===== src/bus_cycle_sequencer_regs.svh =====
/*
 Constants for the bus cycle sequencer: states per access, cycle counts, page-zero high byte.
 Assumes it is included by the sequencer module only.
*/
`ifndef BUS_CYCLE_SEQUENCER_REGS_SVH
`define BUS_CYCLE_SEQUENCER_REGS_SVH
`define STATES_PER_ACCESS 2'h3
`define CYC_PORT_IMM 4'h3
`define CYC_PORT_PAGE0 4'h4
`define CYC_IDX_MEM 4'h8
`define CYC_IDX_REG 4'h3
`define CYC_XCHG_IDX 4'h7
`define CYC_IM 4'h2
`define PAGE_ZERO_HIGH 8'h00
`endif


===== src/bus_cycle_pkg.sv =====
/*
 Types for the bus cycle sequencer: instruction class and cycle kind.
 Assumes the sequencer and its bench are the only users.
*/
package bus_cycle_pkg;
   typedef enum logic [2:0] {
      INS_XCHG_IDX = 3'b000,
      INS_HALT = 3'b001,
      INS_IM = 3'b010,
      INS_IDX_REG = 3'b011,
      INS_IDX_MEM = 3'b100,
      INS_PORT_IMM = 3'b101,
      INS_PORT_PAGE0 = 3'b110
   } instr_class_t;
   typedef enum logic [2:0] {
      CK_FETCH = 3'b000,
      CK_OPERAND = 3'b001,
      CK_MEM_RD = 3'b010,
      CK_MEM_WR = 3'b011,
      CK_IO_RD = 3'b100,
      CK_IDLE = 3'b101
   } cycle_kind_t;
endpackage


===== src/bus_cycle_sequencer.sv =====
/*
 Bus cycle sequencer: issues the machine cycles and strobes of one instruction.
 Assumes the core presents instr_class with start for one clock when idle, and
 supplies the address values; a new start is taken only when busy is low.
*/
`timescale 1ns/1ps
`include "bus_cycle_sequencer_regs.svh"
module bus_cycle_sequencer
   import bus_cycle_pkg::*;
(
   input wire logic clock,
   input wire logic rst,
   input wire logic start,
   input wire instr_class_t instr_class,
   input wire logic [15:0] pc_addr,
   input wire logic [15:0] sp_addr,
   input wire logic [15:0] index_addr,
   input wire logic [7:0] operand,
   input wire logic [7:0] accum,
   input wire logic wake,
   input wire logic bus_req,
   output logic [15:0] addr_r,
   output logic read_n_r,
   output logic write_n_r,
   output logic memory_request_n,
   output logic io_request_n,
   output logic first_cycle_indicator_n,
   output logic halt_n_r,
   output logic status_out,
   output logic data_oe_r,
   output logic busy_r,
   output logic bus_grant_r,
   output logic int_sample_r
);
   instr_class_t cls_r;
   logic [3:0] mc_r;
   logic [1:0] t_r;
   logic halted_r;
   logic [3:0] last_mc;
   logic last_state;
   cycle_kind_t kind;
   logic [15:0] addr_nxt;

   always_comb begin
      case (cls_r)
         INS_XCHG_IDX: last_mc = `CYC_XCHG_IDX;
         INS_IM: last_mc = `CYC_IM;
         INS_IDX_REG: last_mc = `CYC_IDX_REG;
         INS_IDX_MEM: last_mc = `CYC_IDX_MEM;
         INS_PORT_IMM: last_mc = `CYC_PORT_IMM;
         INS_PORT_PAGE0: last_mc = `CYC_PORT_PAGE0;
         default: last_mc = 4'h1;
      endcase
   end

   // Cycle kind per class and machine cycle number.
   always_comb begin
      kind = CK_IDLE;
      addr_nxt = pc_addr;
      case (cls_r)
         INS_XCHG_IDX: begin
            case (mc_r)
               4'h1, 4'h2: kind = CK_FETCH;
               4'h3, 4'h4: kind = CK_MEM_RD;
               4'h6, 4'h7: kind = CK_MEM_WR;
               default: kind = CK_IDLE;
            endcase
            if (mc_r == 4'h4 || mc_r == 4'h6) addr_nxt = sp_addr + 16'h0001;
            else if (mc_r > 4'h2) addr_nxt = sp_addr;
         end
         INS_IM: kind = CK_FETCH;
         INS_IDX_REG: kind = (mc_r == `CYC_IDX_REG) ? CK_IDLE : CK_FETCH;
         INS_IDX_MEM: begin
            case (mc_r)
               4'h1, 4'h2: kind = CK_FETCH;
               4'h3: kind = CK_OPERAND;
               4'h6: kind = CK_MEM_RD;
               4'h8: kind = CK_MEM_WR;
               default: kind = CK_IDLE;
            endcase
            // The displacement byte is signed, so it is sign-extended before the add.
            if (mc_r == 4'h6 || mc_r == 4'h8) begin
               addr_nxt = index_addr + {{8{operand[7]}}, operand};
            end
         end
         INS_PORT_IMM: begin
            case (mc_r)
               4'h1: kind = CK_FETCH;
               4'h2: kind = CK_OPERAND;
               default: kind = CK_IO_RD;
            endcase
            if (mc_r == `CYC_PORT_IMM) addr_nxt = {accum, operand};
         end
         INS_PORT_PAGE0: begin
            case (mc_r)
               4'h1, 4'h2: kind = CK_FETCH;
               4'h3: kind = CK_OPERAND;
               default: kind = CK_IO_RD;
            endcase
            if (mc_r == `CYC_PORT_PAGE0) addr_nxt = {`PAGE_ZERO_HIGH, operand};
         end
         default: kind = CK_FETCH;
      endcase
   end

   assign last_state = busy_r && t_r == `STATES_PER_ACCESS && mc_r == last_mc;

   always_ff @(posedge clock) begin
      if (rst) begin
         busy_r <= 1'b0;
         cls_r <= INS_HALT;
         mc_r <= 4'h1;
         t_r <= 2'h1;
      end else if (!busy_r) begin
         if (start) begin
            busy_r <= 1'b1;
            cls_r <= instr_class;
            mc_r <= 4'h1;
            t_r <= 2'h1;
         end
      end else if (t_r == `STATES_PER_ACCESS) begin
         t_r <= 2'h1;
         if (mc_r == last_mc && !(cls_r == INS_HALT && !wake)) begin
            busy_r <= 1'b0;
         end else if (mc_r != last_mc) begin
            mc_r <= mc_r + 4'h1;
         end
      end else begin
         t_r <= t_r + 2'h1;
      end
   end

   always_ff @(posedge clock) begin
      if (rst) halted_r <= 1'b0;
      else if (!busy_r) halted_r <= 1'b0;
      else if (cls_r == INS_HALT && t_r == `STATES_PER_ACCESS) halted_r <= !wake;
   end

   always_ff @(posedge clock) begin
      if (rst || !busy_r) begin
         read_n_r <= 1'b1;
         write_n_r <= 1'b1;
         memory_request_n <= 1'b1;
         io_request_n <= 1'b1;
         first_cycle_indicator_n <= 1'b1;
         status_out <= 1'b1;
         data_oe_r <= 1'b0;
         addr_r <= 16'h0000;
         halt_n_r <= 1'b1;
      end else begin
         addr_r <= addr_nxt;
         read_n_r <= !(kind == CK_FETCH || kind == CK_OPERAND || kind == CK_MEM_RD
                       || kind == CK_IO_RD);
         write_n_r <= kind != CK_MEM_WR;
         memory_request_n <= kind == CK_IO_RD || kind == CK_IDLE;
         io_request_n <= kind != CK_IO_RD;
         first_cycle_indicator_n <= kind != CK_FETCH;
         status_out <= !(kind == CK_FETCH && (mc_r == 4'h1 || halted_r));
         data_oe_r <= kind == CK_MEM_WR;
         halt_n_r <= !halted_r;
      end
   end

   always_ff @(posedge clock) begin
      if (rst) bus_grant_r <= 1'b0;
      else bus_grant_r <= bus_req && !busy_r && !start;
   end

   always_ff @(posedge clock) begin
      if (rst) int_sample_r <= 1'b0;
      else int_sample_r <= last_state && cls_r != INS_IM && cls_r != INS_HALT;
   end
endmodule


===== config.mk =====
export PLATFORM = sky130hd
export DESIGN_NAME = bus_cycle_sequencer
export DESIGN_NICKNAME = d
export VERILOG_FILES = /design/src/bus_cycle_pkg.sv /design/src/bus_cycle_sequencer.sv
export VERILOG_INCLUDE_DIRS = /design/src
export SDC_FILE = /design/constraint.sdc
export NUM_CORES = 1
export LEC_CHECK = 0
export BUFFER_PORTS_ARGS = -buffer_cell sky130_fd_sc_hd__buf_2
export CAP_MARGIN = 20
export CELL_PAD_IN_SITES_DETAIL_PLACEMENT = 0
export CELL_PAD_IN_SITES_GLOBAL_PLACEMENT = 1
export CORE_MARGIN = 8
export CORE_UTILIZATION = 34
export DETAILED_ROUTE_END_ITERATION = 10
export GPL_TIMING_DRIVEN = 1
export PLACE_DENSITY = 0.8
export SETUP_SLACK_MARGIN = 0.3
export SLEW_MARGIN = 20
export SYNTH_ARGS = -nofsm -noshare
export SYNTH_HDL_FRONTEND = slang
export SYNTH_SLANG_ARGS = --single-unit

===== constraint.sdc =====
create_clock -name clock -period 2.5 [get_ports clock]
set_input_delay 0.5 -clock clock [delete_from_list [all_inputs] [get_ports clock]]
set_output_delay 0.5 -clock clock [all_outputs]
set_load 0.05 [all_outputs]

==> results_tabular.tex, run 1 <==
\begin{tabular}{lr}
\hline
Metric & Value \\
\hline
\multicolumn{2}{l}{\textbf{Floorplan}} \\
Boundary Pins & a little under 100 \\
Core outline area & 9770 um2 \\
Die outline area & $\sim$14,000 um2 \\
Die boundary width & about 120 um \\
Initial Utilization & 35.1\% \\
Y dimension of the die & approximately 120 um \\
Row count & 36 \\
\multicolumn{2}{l}{\textbf{Setup path}} \\
Worst path arrival time & about 2.3 ns \\
Biggest fanout along the worst timing path & 3 \\
Data required, critical path & 2.73 ns \\
Sort of element at the end of the critical path & flip-flop \\
Kind of critical path & in -> reg \\
Critical Path Slowest Stage Cell & fa\_2 \\
CP Launch Type & input pin \\
Reg2Reg Depth & 9 \\
CP cell instances & buf\_2, ha\_4, fa\_2, a21o\_1, a221oi\_2, o21bai\_2, o22ai\_1, mux2\_2, nand2\_1 \\
Largest stage delay, worst path & $\sim$0.37 ns \\
\multicolumn{2}{l}{\textbf{Synth}} \\
Syn Std Cell Area & roughly 3400 um2 \\
Yosys warning total & 0 \\
Number of distinct library cell variants in the gate-level netlist after synthesis & 76 \\
Area contributors post-synth & dfxtp\_1 (22\%), ha\_1 (8.0\%), nand2\_1 (4.4\%) \\
Cell accounting for the most synthesized area & dfxtp\_1 \\
Synthesized net count & 541 \\
Most used DFF post-synth & dfxtp\_1 \\
Fraction of registers with async set/reset & 0\% \\
Share of synthesized area occupied by flip-flops and latches & between 20\% and 30\% \\
Avg Cell Area, Syn & just under 8 um2 \\
Count of flip-flops with a built-in enable after synthesis & 0 \\
Synthesized flop and latch total & 37 \\
Post-Syn Instances & $\sim$450 \\
Top cell type's share of synthesized area & a little over a fifth \\
\multicolumn{2}{l}{\textbf{Global routing}} \\
Grt total ovfl & 0 \\
Antenna violations before repair & 1 \\
Number of global-route vias before repair & 3,828 \\
Largest net degree at the start of global routing & 18 \\
Global-route wire length before repair & $\sim$19,000 um \\
Overall routing resource usage & between 15 and 20\% \\
\multicolumn{2}{l}{\textbf{Cells and area}} \\
Final-layout fill cell count & 1,021 \\
Most frequent standard cell in the layout excluding fill and tap cells & buf\_2 \\
Non-filler instance count after layout & 690 \\
Commonest cells after routing, fill and taps aside & buf\_2 (98), nand2\_1 (39), dfxtp\_1 (32) \\
NumNets Final & 651 \\
Count of inserted antenna diode cells & 0 \\
Synth-to-Final Area Change & 26.6\% \\
Proportion of layout cells with a drive suffix above 1 & between 30\% and 40\% \\
\multicolumn{2}{l}{\textbf{Timing}} \\
RSZ-0062 raised after global routing & true \\
Final worst path period need & around 2.1 ns \\
Number of slew-limit violations in the final report & 0 \\
Final Cycle Share & 83.8\% \\
Remaining max-slew budget at the tightest pin & between 50\% and 60\% \\
Crit path setup slack, layout & $\sim$0.40 ns \\
Final setup violation count & 0 \\
Summed negative setup slack over all endpoints & 0 ns \\
Fmax & between 0.4 and 0.5 GHz \\
Final clock skew & between 0.01 and 0.015 ns \\
Measured slew at the worst slew-check pin & around 0.62 ns \\
Final hold violation count & 0 \\
\multicolumn{2}{l}{\textbf{CTS}} \\
Maximum clock insertion buffer count & 2 \\
Number of buffers created by CTS & 5 \\
Clk Latency, worst-skew pair & 0.29 ns \\
Root buf cell & clkbuf\_8 \\
CTS tree & done \\
Num Clock Sinks & 37 \\
Setup Fix Bufs, Post-CTS & 0 \\
Post-CTS clock slew at the launch and capture registers of the worst setup and hold paths & roughly 0.09 ns \\
Hold buffer count at CTS & 0 \\
CTS H-tree lvls & 2 \\
\multicolumn{2}{l}{\textbf{Min path}} \\
Worst min-delay path class & in -> reg \\
Hold path depth & 2 \\
\multicolumn{2}{l}{\textbf{Pwr}} \\
Total power draw & 1.63 mW \\
Worst voltage drop across the vdd grid & $\sim$0.00030 V \\
Cell area power density & around 370 nW/um2 \\
Leakage Power & approximately 1.8 nW \\
\multicolumn{2}{l}{\textbf{Drt}} \\
DRC Markers & 0 \\
Wire length reported by the detailed router & around 12,000 um \\
Antenna-violating nets left & 0 \\
Average wire per standard cell & around 18 um \\
DRC violation total after the first TritonRoute iteration & around 240 \\
Vias post-DR & 3,932 \\
Routed vias/inst & 5.70 \\
First-pass iteration count of the detailed router & 5 \\
\multicolumn{2}{l}{\textbf{Status}} \\
Outcome & completed \\
\multicolumn{2}{l}{\textbf{Placed design}} \\
Worst slack at placement & approximately 0.060 ns \\
Cell total after placement & around 700 \\
Post-DP HPWL & between 9000 and 10,000 um \\
RePlAce Congestion & just under 0.9 \\
Port Buf Inserts & 98 \\
\multicolumn{2}{l}{\textbf{Run}} \\
Max-cap check violation count & 0 \\
\hline
\end{tabular}
[layout make-up]
type	count	area (um2)	share of cell area (%)
clock inverter	2	15.0	0.345
timing repair buffer	126	701	16.1
clock buffer	6	72.6	1.67
inverter	13	48.8	1.12
multi-input combinational	373	2590	59.6
sequential	37	752	17.3
tap	133	166	3.83
[cell families after synthesis]
logic type	after synthesis	share of synthesized area, %
flops	37	21.6
buf+inv	36	4.92
compound gates	153	31.3
mux	9	2.70
fa+ha+maj	23	8.60
xor+xnor	12	3.06
simple gates	176	27.9
[synth_stat cells, types with 7 or more instances]
cell type / count
nor4_1: 8
nand2b_1: 10
nand2_1: 40
buf_2: 9
ha_1: 22
mux2i_1: 7
nand3_1: 19
xnor2_1: 7
nor2_1: 27
o21ai_0: 21
inv_1: 13
a211oi_1: 8
nor3_1: 14
nand4_1: 9
dfxtp_1: 37
a22oi_1: 8
a31oi_1: 14
clkbuf_1: 8
a21oi_1: 27
[where the power goes]
part	switching, mW	leakage (nW)	internal (mW)	total (mW)
sequential	0.0210	0.304	0.612	0.633
combinational	0.336	1.44	0.222	0.557
clock	0.239	0.0374	0.197	0.436
total	0.595	1.78	1.03	1.63
[timing repair]
item	in CTS	in global routing
setup endpoints to repair	10	21
pin swaps	0	4
gates resized for setup	4	18
gates cloned	0	0
[critical path, delay by kind of cell]
kind | cells | cell delay, ns
compound gates | 4 | 0.78
fa+ha+maj | 2 | 0.53
mux | 1 | 0.35
buf+inv | 1 | 0.12
simple gates | 1 | 0.06
[metal layers]
layer  track usage (%)  share of wire [%]  up-vias
li1                  -                  -     1943
met1              20.6                 43     1829
met2              30.3                 47      138
met3              3.98                8.0       20
met5                 0              0.082        -
met4              4.06                2.2        2
[flip-flops by register name, indices dropped and copies added, names as in the netlist]
register / count
t_r: 2
addr_r: 16
memory_request_n: 1
status_out: 1
bus_grant_r: 1
first_cycle_indicator_n: 1
mc_r: 4
write_n_r: 1
cls_r: 3
busy_r: 1
int_sample_r: 1
halt_n_r: 1
io_request_n: 1
data_oe_r: 1
read_n_r: 1
halted_r: 1
[stage by stage]
step | cell area [um2] | hold slack (ns) | util [%]
2_1_floorplan | 3460 | 0.372 | -
3_3_place_gp | 4200 | 0.387 | 43.0
4_1_cts | 4300 | 0.395 | 44.0
5_1_grt | 4350 | 0.405 | 44.5
3_5_place_dp | 4200 | 0.398 | 43.0
6_report | 4350 | 0.398 | 44.5
[worst paths after layout]
check | startpoint | endpoint | slack, ns
min | instr_class[0] | cls_r[0] | 0.40
max | operand[0] | addr_r[14] | 0.40
max reg2reg | mc_r[0] | addr_r[7] | 0.43
min reg2reg | halted_r | halt_n_r | 0.44
Power figures use the tool's default switching activity.
==> run 2: changes to the inputs <==
--- a/config.mk
+++ b/config.mk
@@ -6,15 +6,16 @@
 export SDC_FILE = /design/constraint.sdc
 export NUM_CORES = 1
 export LEC_CHECK = 0
+export ABC_AREA = 1
 export BUFFER_PORTS_ARGS = -buffer_cell sky130_fd_sc_hd__buf_2
 export CAP_MARGIN = 20
 export CELL_PAD_IN_SITES_DETAIL_PLACEMENT = 0
 export CELL_PAD_IN_SITES_GLOBAL_PLACEMENT = 1
 export CORE_MARGIN = 8
-export CORE_UTILIZATION = 34
+export CORE_UTILIZATION = 36
 export DETAILED_ROUTE_END_ITERATION = 10
 export GPL_TIMING_DRIVEN = 1
-export PLACE_DENSITY = 0.8
+export PLACE_DENSITY = 0.84
 export SETUP_SLACK_MARGIN = 0.3
 export SLEW_MARGIN = 20
 export SYNTH_ARGS = -nofsm -noshare
==> constraint.sdc (replaced) <==
create_clock -name clock -period 2.05 [get_ports clock]
set_input_delay 0.41 -clock clock [delete_from_list [all_inputs] [get_ports clock]]
set_output_delay 0.41 -clock clock [all_outputs]
set_load 0.05 [all_outputs]
==> results_tabular.tex, run 2 <==
\begin{tabular}{lr}
\hline
Metric & Value \\
\hline
\multicolumn{2}{l}{\textbf{Floorplan}} \\
Boundary Pins & 99 \\
Row count & 37 \\
Die boundary width & around 120 um \\
Die outline area & 13,800 um2 \\
Initial Utilization & 36.4\% \\
Core outline area & 10,100 um2 \\
Y dimension of the die & roughly 120 um \\
\multicolumn{2}{l}{\textbf{Synth}} \\
Post-Syn Instances & roughly 630 \\
Synthesized flop and latch total & 37 \\
Arithmetic-cell share of the synthesized area counting full adders, half adders and majority gates & under 10\% \\
Fraction of registers with async set/reset & 0\% \\
Simple-gate area share of the yosys netlist & between 40\% and 50\% \\
Syn Std Cell Area & 3690 um2 \\
Avg Cell Area, Syn & between 5 and 6 um2 \\
Number of distinct library cell variants in the gate-level netlist after synthesis & 45 \\
Fraction of synthesized area in multiplexers & 0\% \\
Share of synthesized area occupied by flip-flops and latches & around 20\% \\
Cell accounting for the most synthesized area & dfxtp\_1 \\
Most used DFF post-synth & dfxtp\_1 \\
Yosys warning total & 0 \\
Count of flip-flops with a built-in enable after synthesis & 0 \\
Post-Synth XOR/XNOR Area & 3.08\% \\
Area contributors post-synth & dfxtp\_1 (20\%), nand2\_1 (19\%), inv\_1 (8.6\%) \\
Top cell type's share of synthesized area & about 20\% \\
Commonest cells in the netlist & nand2\_1 (182), inv\_1 (85), nor2\_1 (72), nand3\_1 (60), dfxtp\_1 (37) \\
Synthesized net count & between 700 and 800 \\
Compound-Gate Fraction of Synth Area & approximately 14\% \\
Dominant combinational cell family by area after synthesis & simple AND/OR/NAND/NOR gates \\
Cell with the most instances after synthesis & nand2\_1 \\
\multicolumn{2}{l}{\textbf{Placed design}} \\
Cell total after placement & a little under 900 \\
RePlAce Congestion & a little over 0.9 \\
Port Buf Inserts & slightly below 100 \\
Post-DP HPWL & a little over 10,000 um \\
\multicolumn{2}{l}{\textbf{Cells and area}} \\
Count of inserted antenna diode cells & 0 \\
Proportion of layout cells with a drive suffix above 1 & 31.3\% \\
Biggest regs & addr\_r: 16 flops, mc\_r: 4 flops, cls\_r: 3 flops \\
Non-filler instance count after layout & between 900 and 1,000 \\
Number of flip-flops in the largest register & 16 \\
NumNets Final & about 860 \\
Synth-to-Final Area Change & 39.7\% \\
Top reg by flops & addr\_r \\
Most frequent standard cell in the layout excluding fill and tap cells & nand2\_1 \\
Commonest cells after routing, fill and taps aside & nand2\_1 (175), buf\_2 (98), inv\_1 (81) \\
\multicolumn{2}{l}{\textbf{Drt}} \\
DRC Markers & 0 \\
Wire length reported by the detailed router & around 13,000 um \\
Routed wire length on met3 & about 910 um \\
Antenna-violating nets left & 0 \\
Average wire per standard cell & roughly 14 um \\
Uppermost signal routing layer after detailed routing & met4 \\
Routed length on met1 & 5920 um \\
DRC violation total after the first TritonRoute iteration & slightly below 300 \\
Routed vias/inst & 4.87 \\
WL met2 & $\sim$6000 um \\
First-pass iteration count of the detailed router & 4 \\
Vias post-DR & around 4,400 \\
\multicolumn{2}{l}{\textbf{Setup path}} \\
CP cell instances & inv\_4, ha\_4, o21ai\_4, clkinv\_4, buf\_4, o21ai\_1, nand2\_1, nand3\_2, nand3\_1, nor2\_1, nor2\_1 \\
Data required, critical path & between 2 and 2.5 ns \\
Cell mode on critical path & nor2\_1 \\
CP Launch Type & flip-flop \\
Biggest fanout along the worst timing path & 8 \\
Cell family contributing the most delay on the critical path & simple AND/OR/NAND/NOR gates \\
Worst path arrival time & between 1.5 and 2 ns \\
Sort of element at the end of the critical path & flip-flop \\
Kind of critical path & reg -> reg \\
Number of buffer and inverter stages on the critical path & 3 \\
Critical Path Slowest Stage Cell & dfxtp\_2 \\
Largest stage delay, worst path & about 0.35 ns \\
\multicolumn{2}{l}{\textbf{Timing}} \\
Measured slew at the worst slew-check pin & between 0.3 and 0.4 ns \\
Final worst path period need & approximately 1.7 ns \\
Remaining max-slew budget at the tightest pin & 79.1\% \\
Final Cycle Share & approximately 85\% \\
Fmax & roughly 0.58 GHz \\
RSZ-0062 raised after global routing & true \\
Final hold violation count & 0 \\
Final clock skew & around 0.0085 ns \\
Number of slew-limit violations in the final report & 0 \\
Summed negative setup slack over all endpoints & 0 ns \\
Final setup violation count & 0 \\
\multicolumn{2}{l}{\textbf{Global routing}} \\
Grt total ovfl & 0 \\
Largest net degree at the start of global routing & 17 \\
Antenna violations before repair & 0 \\
Number of global-route vias before repair & 4,093 \\
Overall routing resource usage & a little under a fifth \\
Global-route wire length before repair & 19,800 um \\
\multicolumn{2}{l}{\textbf{Status}} \\
Outcome & completed \\
\multicolumn{2}{l}{\textbf{CTS}} \\
Number of buffers created by CTS & 5 \\
CTS H-tree lvls & 2 \\
Maximum clock insertion buffer count & 2 \\
Num Clock Sinks & 37 \\
Post-CTS clock slew at the launch and capture registers of the worst setup and hold paths & 0.08 ns \\
Clk Latency, worst-skew pair & 0.30 ns \\
CTS tree & done \\
Root buf cell & clkbuf\_8 \\
\multicolumn{2}{l}{\textbf{Run}} \\
Max-cap check violation count & 0 \\
\multicolumn{2}{l}{\textbf{Pwr}} \\
Leakage Power & roughly 2.6 nW \\
Worst voltage drop across the vdd grid & about 0.00029 V \\
Cell area power density & 431 nW/um2 \\
\multicolumn{2}{l}{\textbf{Min path}} \\
Worst min-delay path class & in -> reg \\
\hline
\end{tabular}
run 2: final cells by class:
class	instances	area, um2
Clock buffer	6	82.6
Clock inverter	2	13.8
Fill cell	1059	4980
Inverter	96	387
Multi-Input combinational cell	486	2860
Sequential cell	37	757
Tap cell	136	170
Timing Repair Buffer	142	888
run 2: path summary, 6_finish.rpt:
path / slack (ns) / startpoint / end / cells after the start
setup / recovery: 0.32 / mc_r[0] / addr_r[7] / 11
hold / removal: 0.31 / rst / mc_r[2] / 2
setup reg to reg: 0.32 / mc_r[0] / addr_r[7] / 11
hold reg to reg: 0.43 / halted_r / halt_n_r / 1
run 2: power breakdown:
part	leakage [nW]	internal [mW]	total (mW)	switching [mW]
Combinational	2.23	0.331	0.880	0.549
Clock	0.0512	0.273	0.565	0.292
Sequential	0.305	0.750	0.778	0.0281
Total	2.58	1.35	2.22	0.869
run 2: metal layers:
layer  vias up  track usage [%]
li1       2311                -
met1      1943             23.8
met2       136             30.0
met3        14             3.18
met4         0             6.40
met5         -                0
run 2: per-stage QoR:
| step | hold slack [ns] | utilization (%) | instance area [um2] | setup WS, ns | power, mW |
|---|---|---|---|---|---|
| after global routing | 0.321 | 50.9 | 5160 | 0.188 | 2.36 |
| after floorplan | 0.381 | - | 3700 | 0.324 | 1.31 |
| after global placement | 0.409 | 43.9 | 4460 | -0.0743 | 1.57 |
| final | 0.312 | 50.9 | 5160 | 0.317 | 2.22 |
| after detailed placement | 0.410 | 43.9 | 4460 | -0.0325 | 1.57 |
| after CTS | 0.314 | 45.5 | 4620 | 0.283 | 2.15 |
run 2: kinds of logic after synthesis:
family / Yosys count
AO/OA/AOI/OAI: 89
XOR/XNOR: 13
buffers and inverters: 104
flip-flops: 37
adder cells (fa/ha/maj): 23
AND/OR/NAND/NOR: 361
run 2: what timing repair did:
item,CTS,global route
setup buffers,4,19
pin swaps,2,33
hold buffers,0,0
endpoints found under the hold margin,0,0
cloned,0,1
setup endpoints to repair,22,28
gates resized for setup,11,92
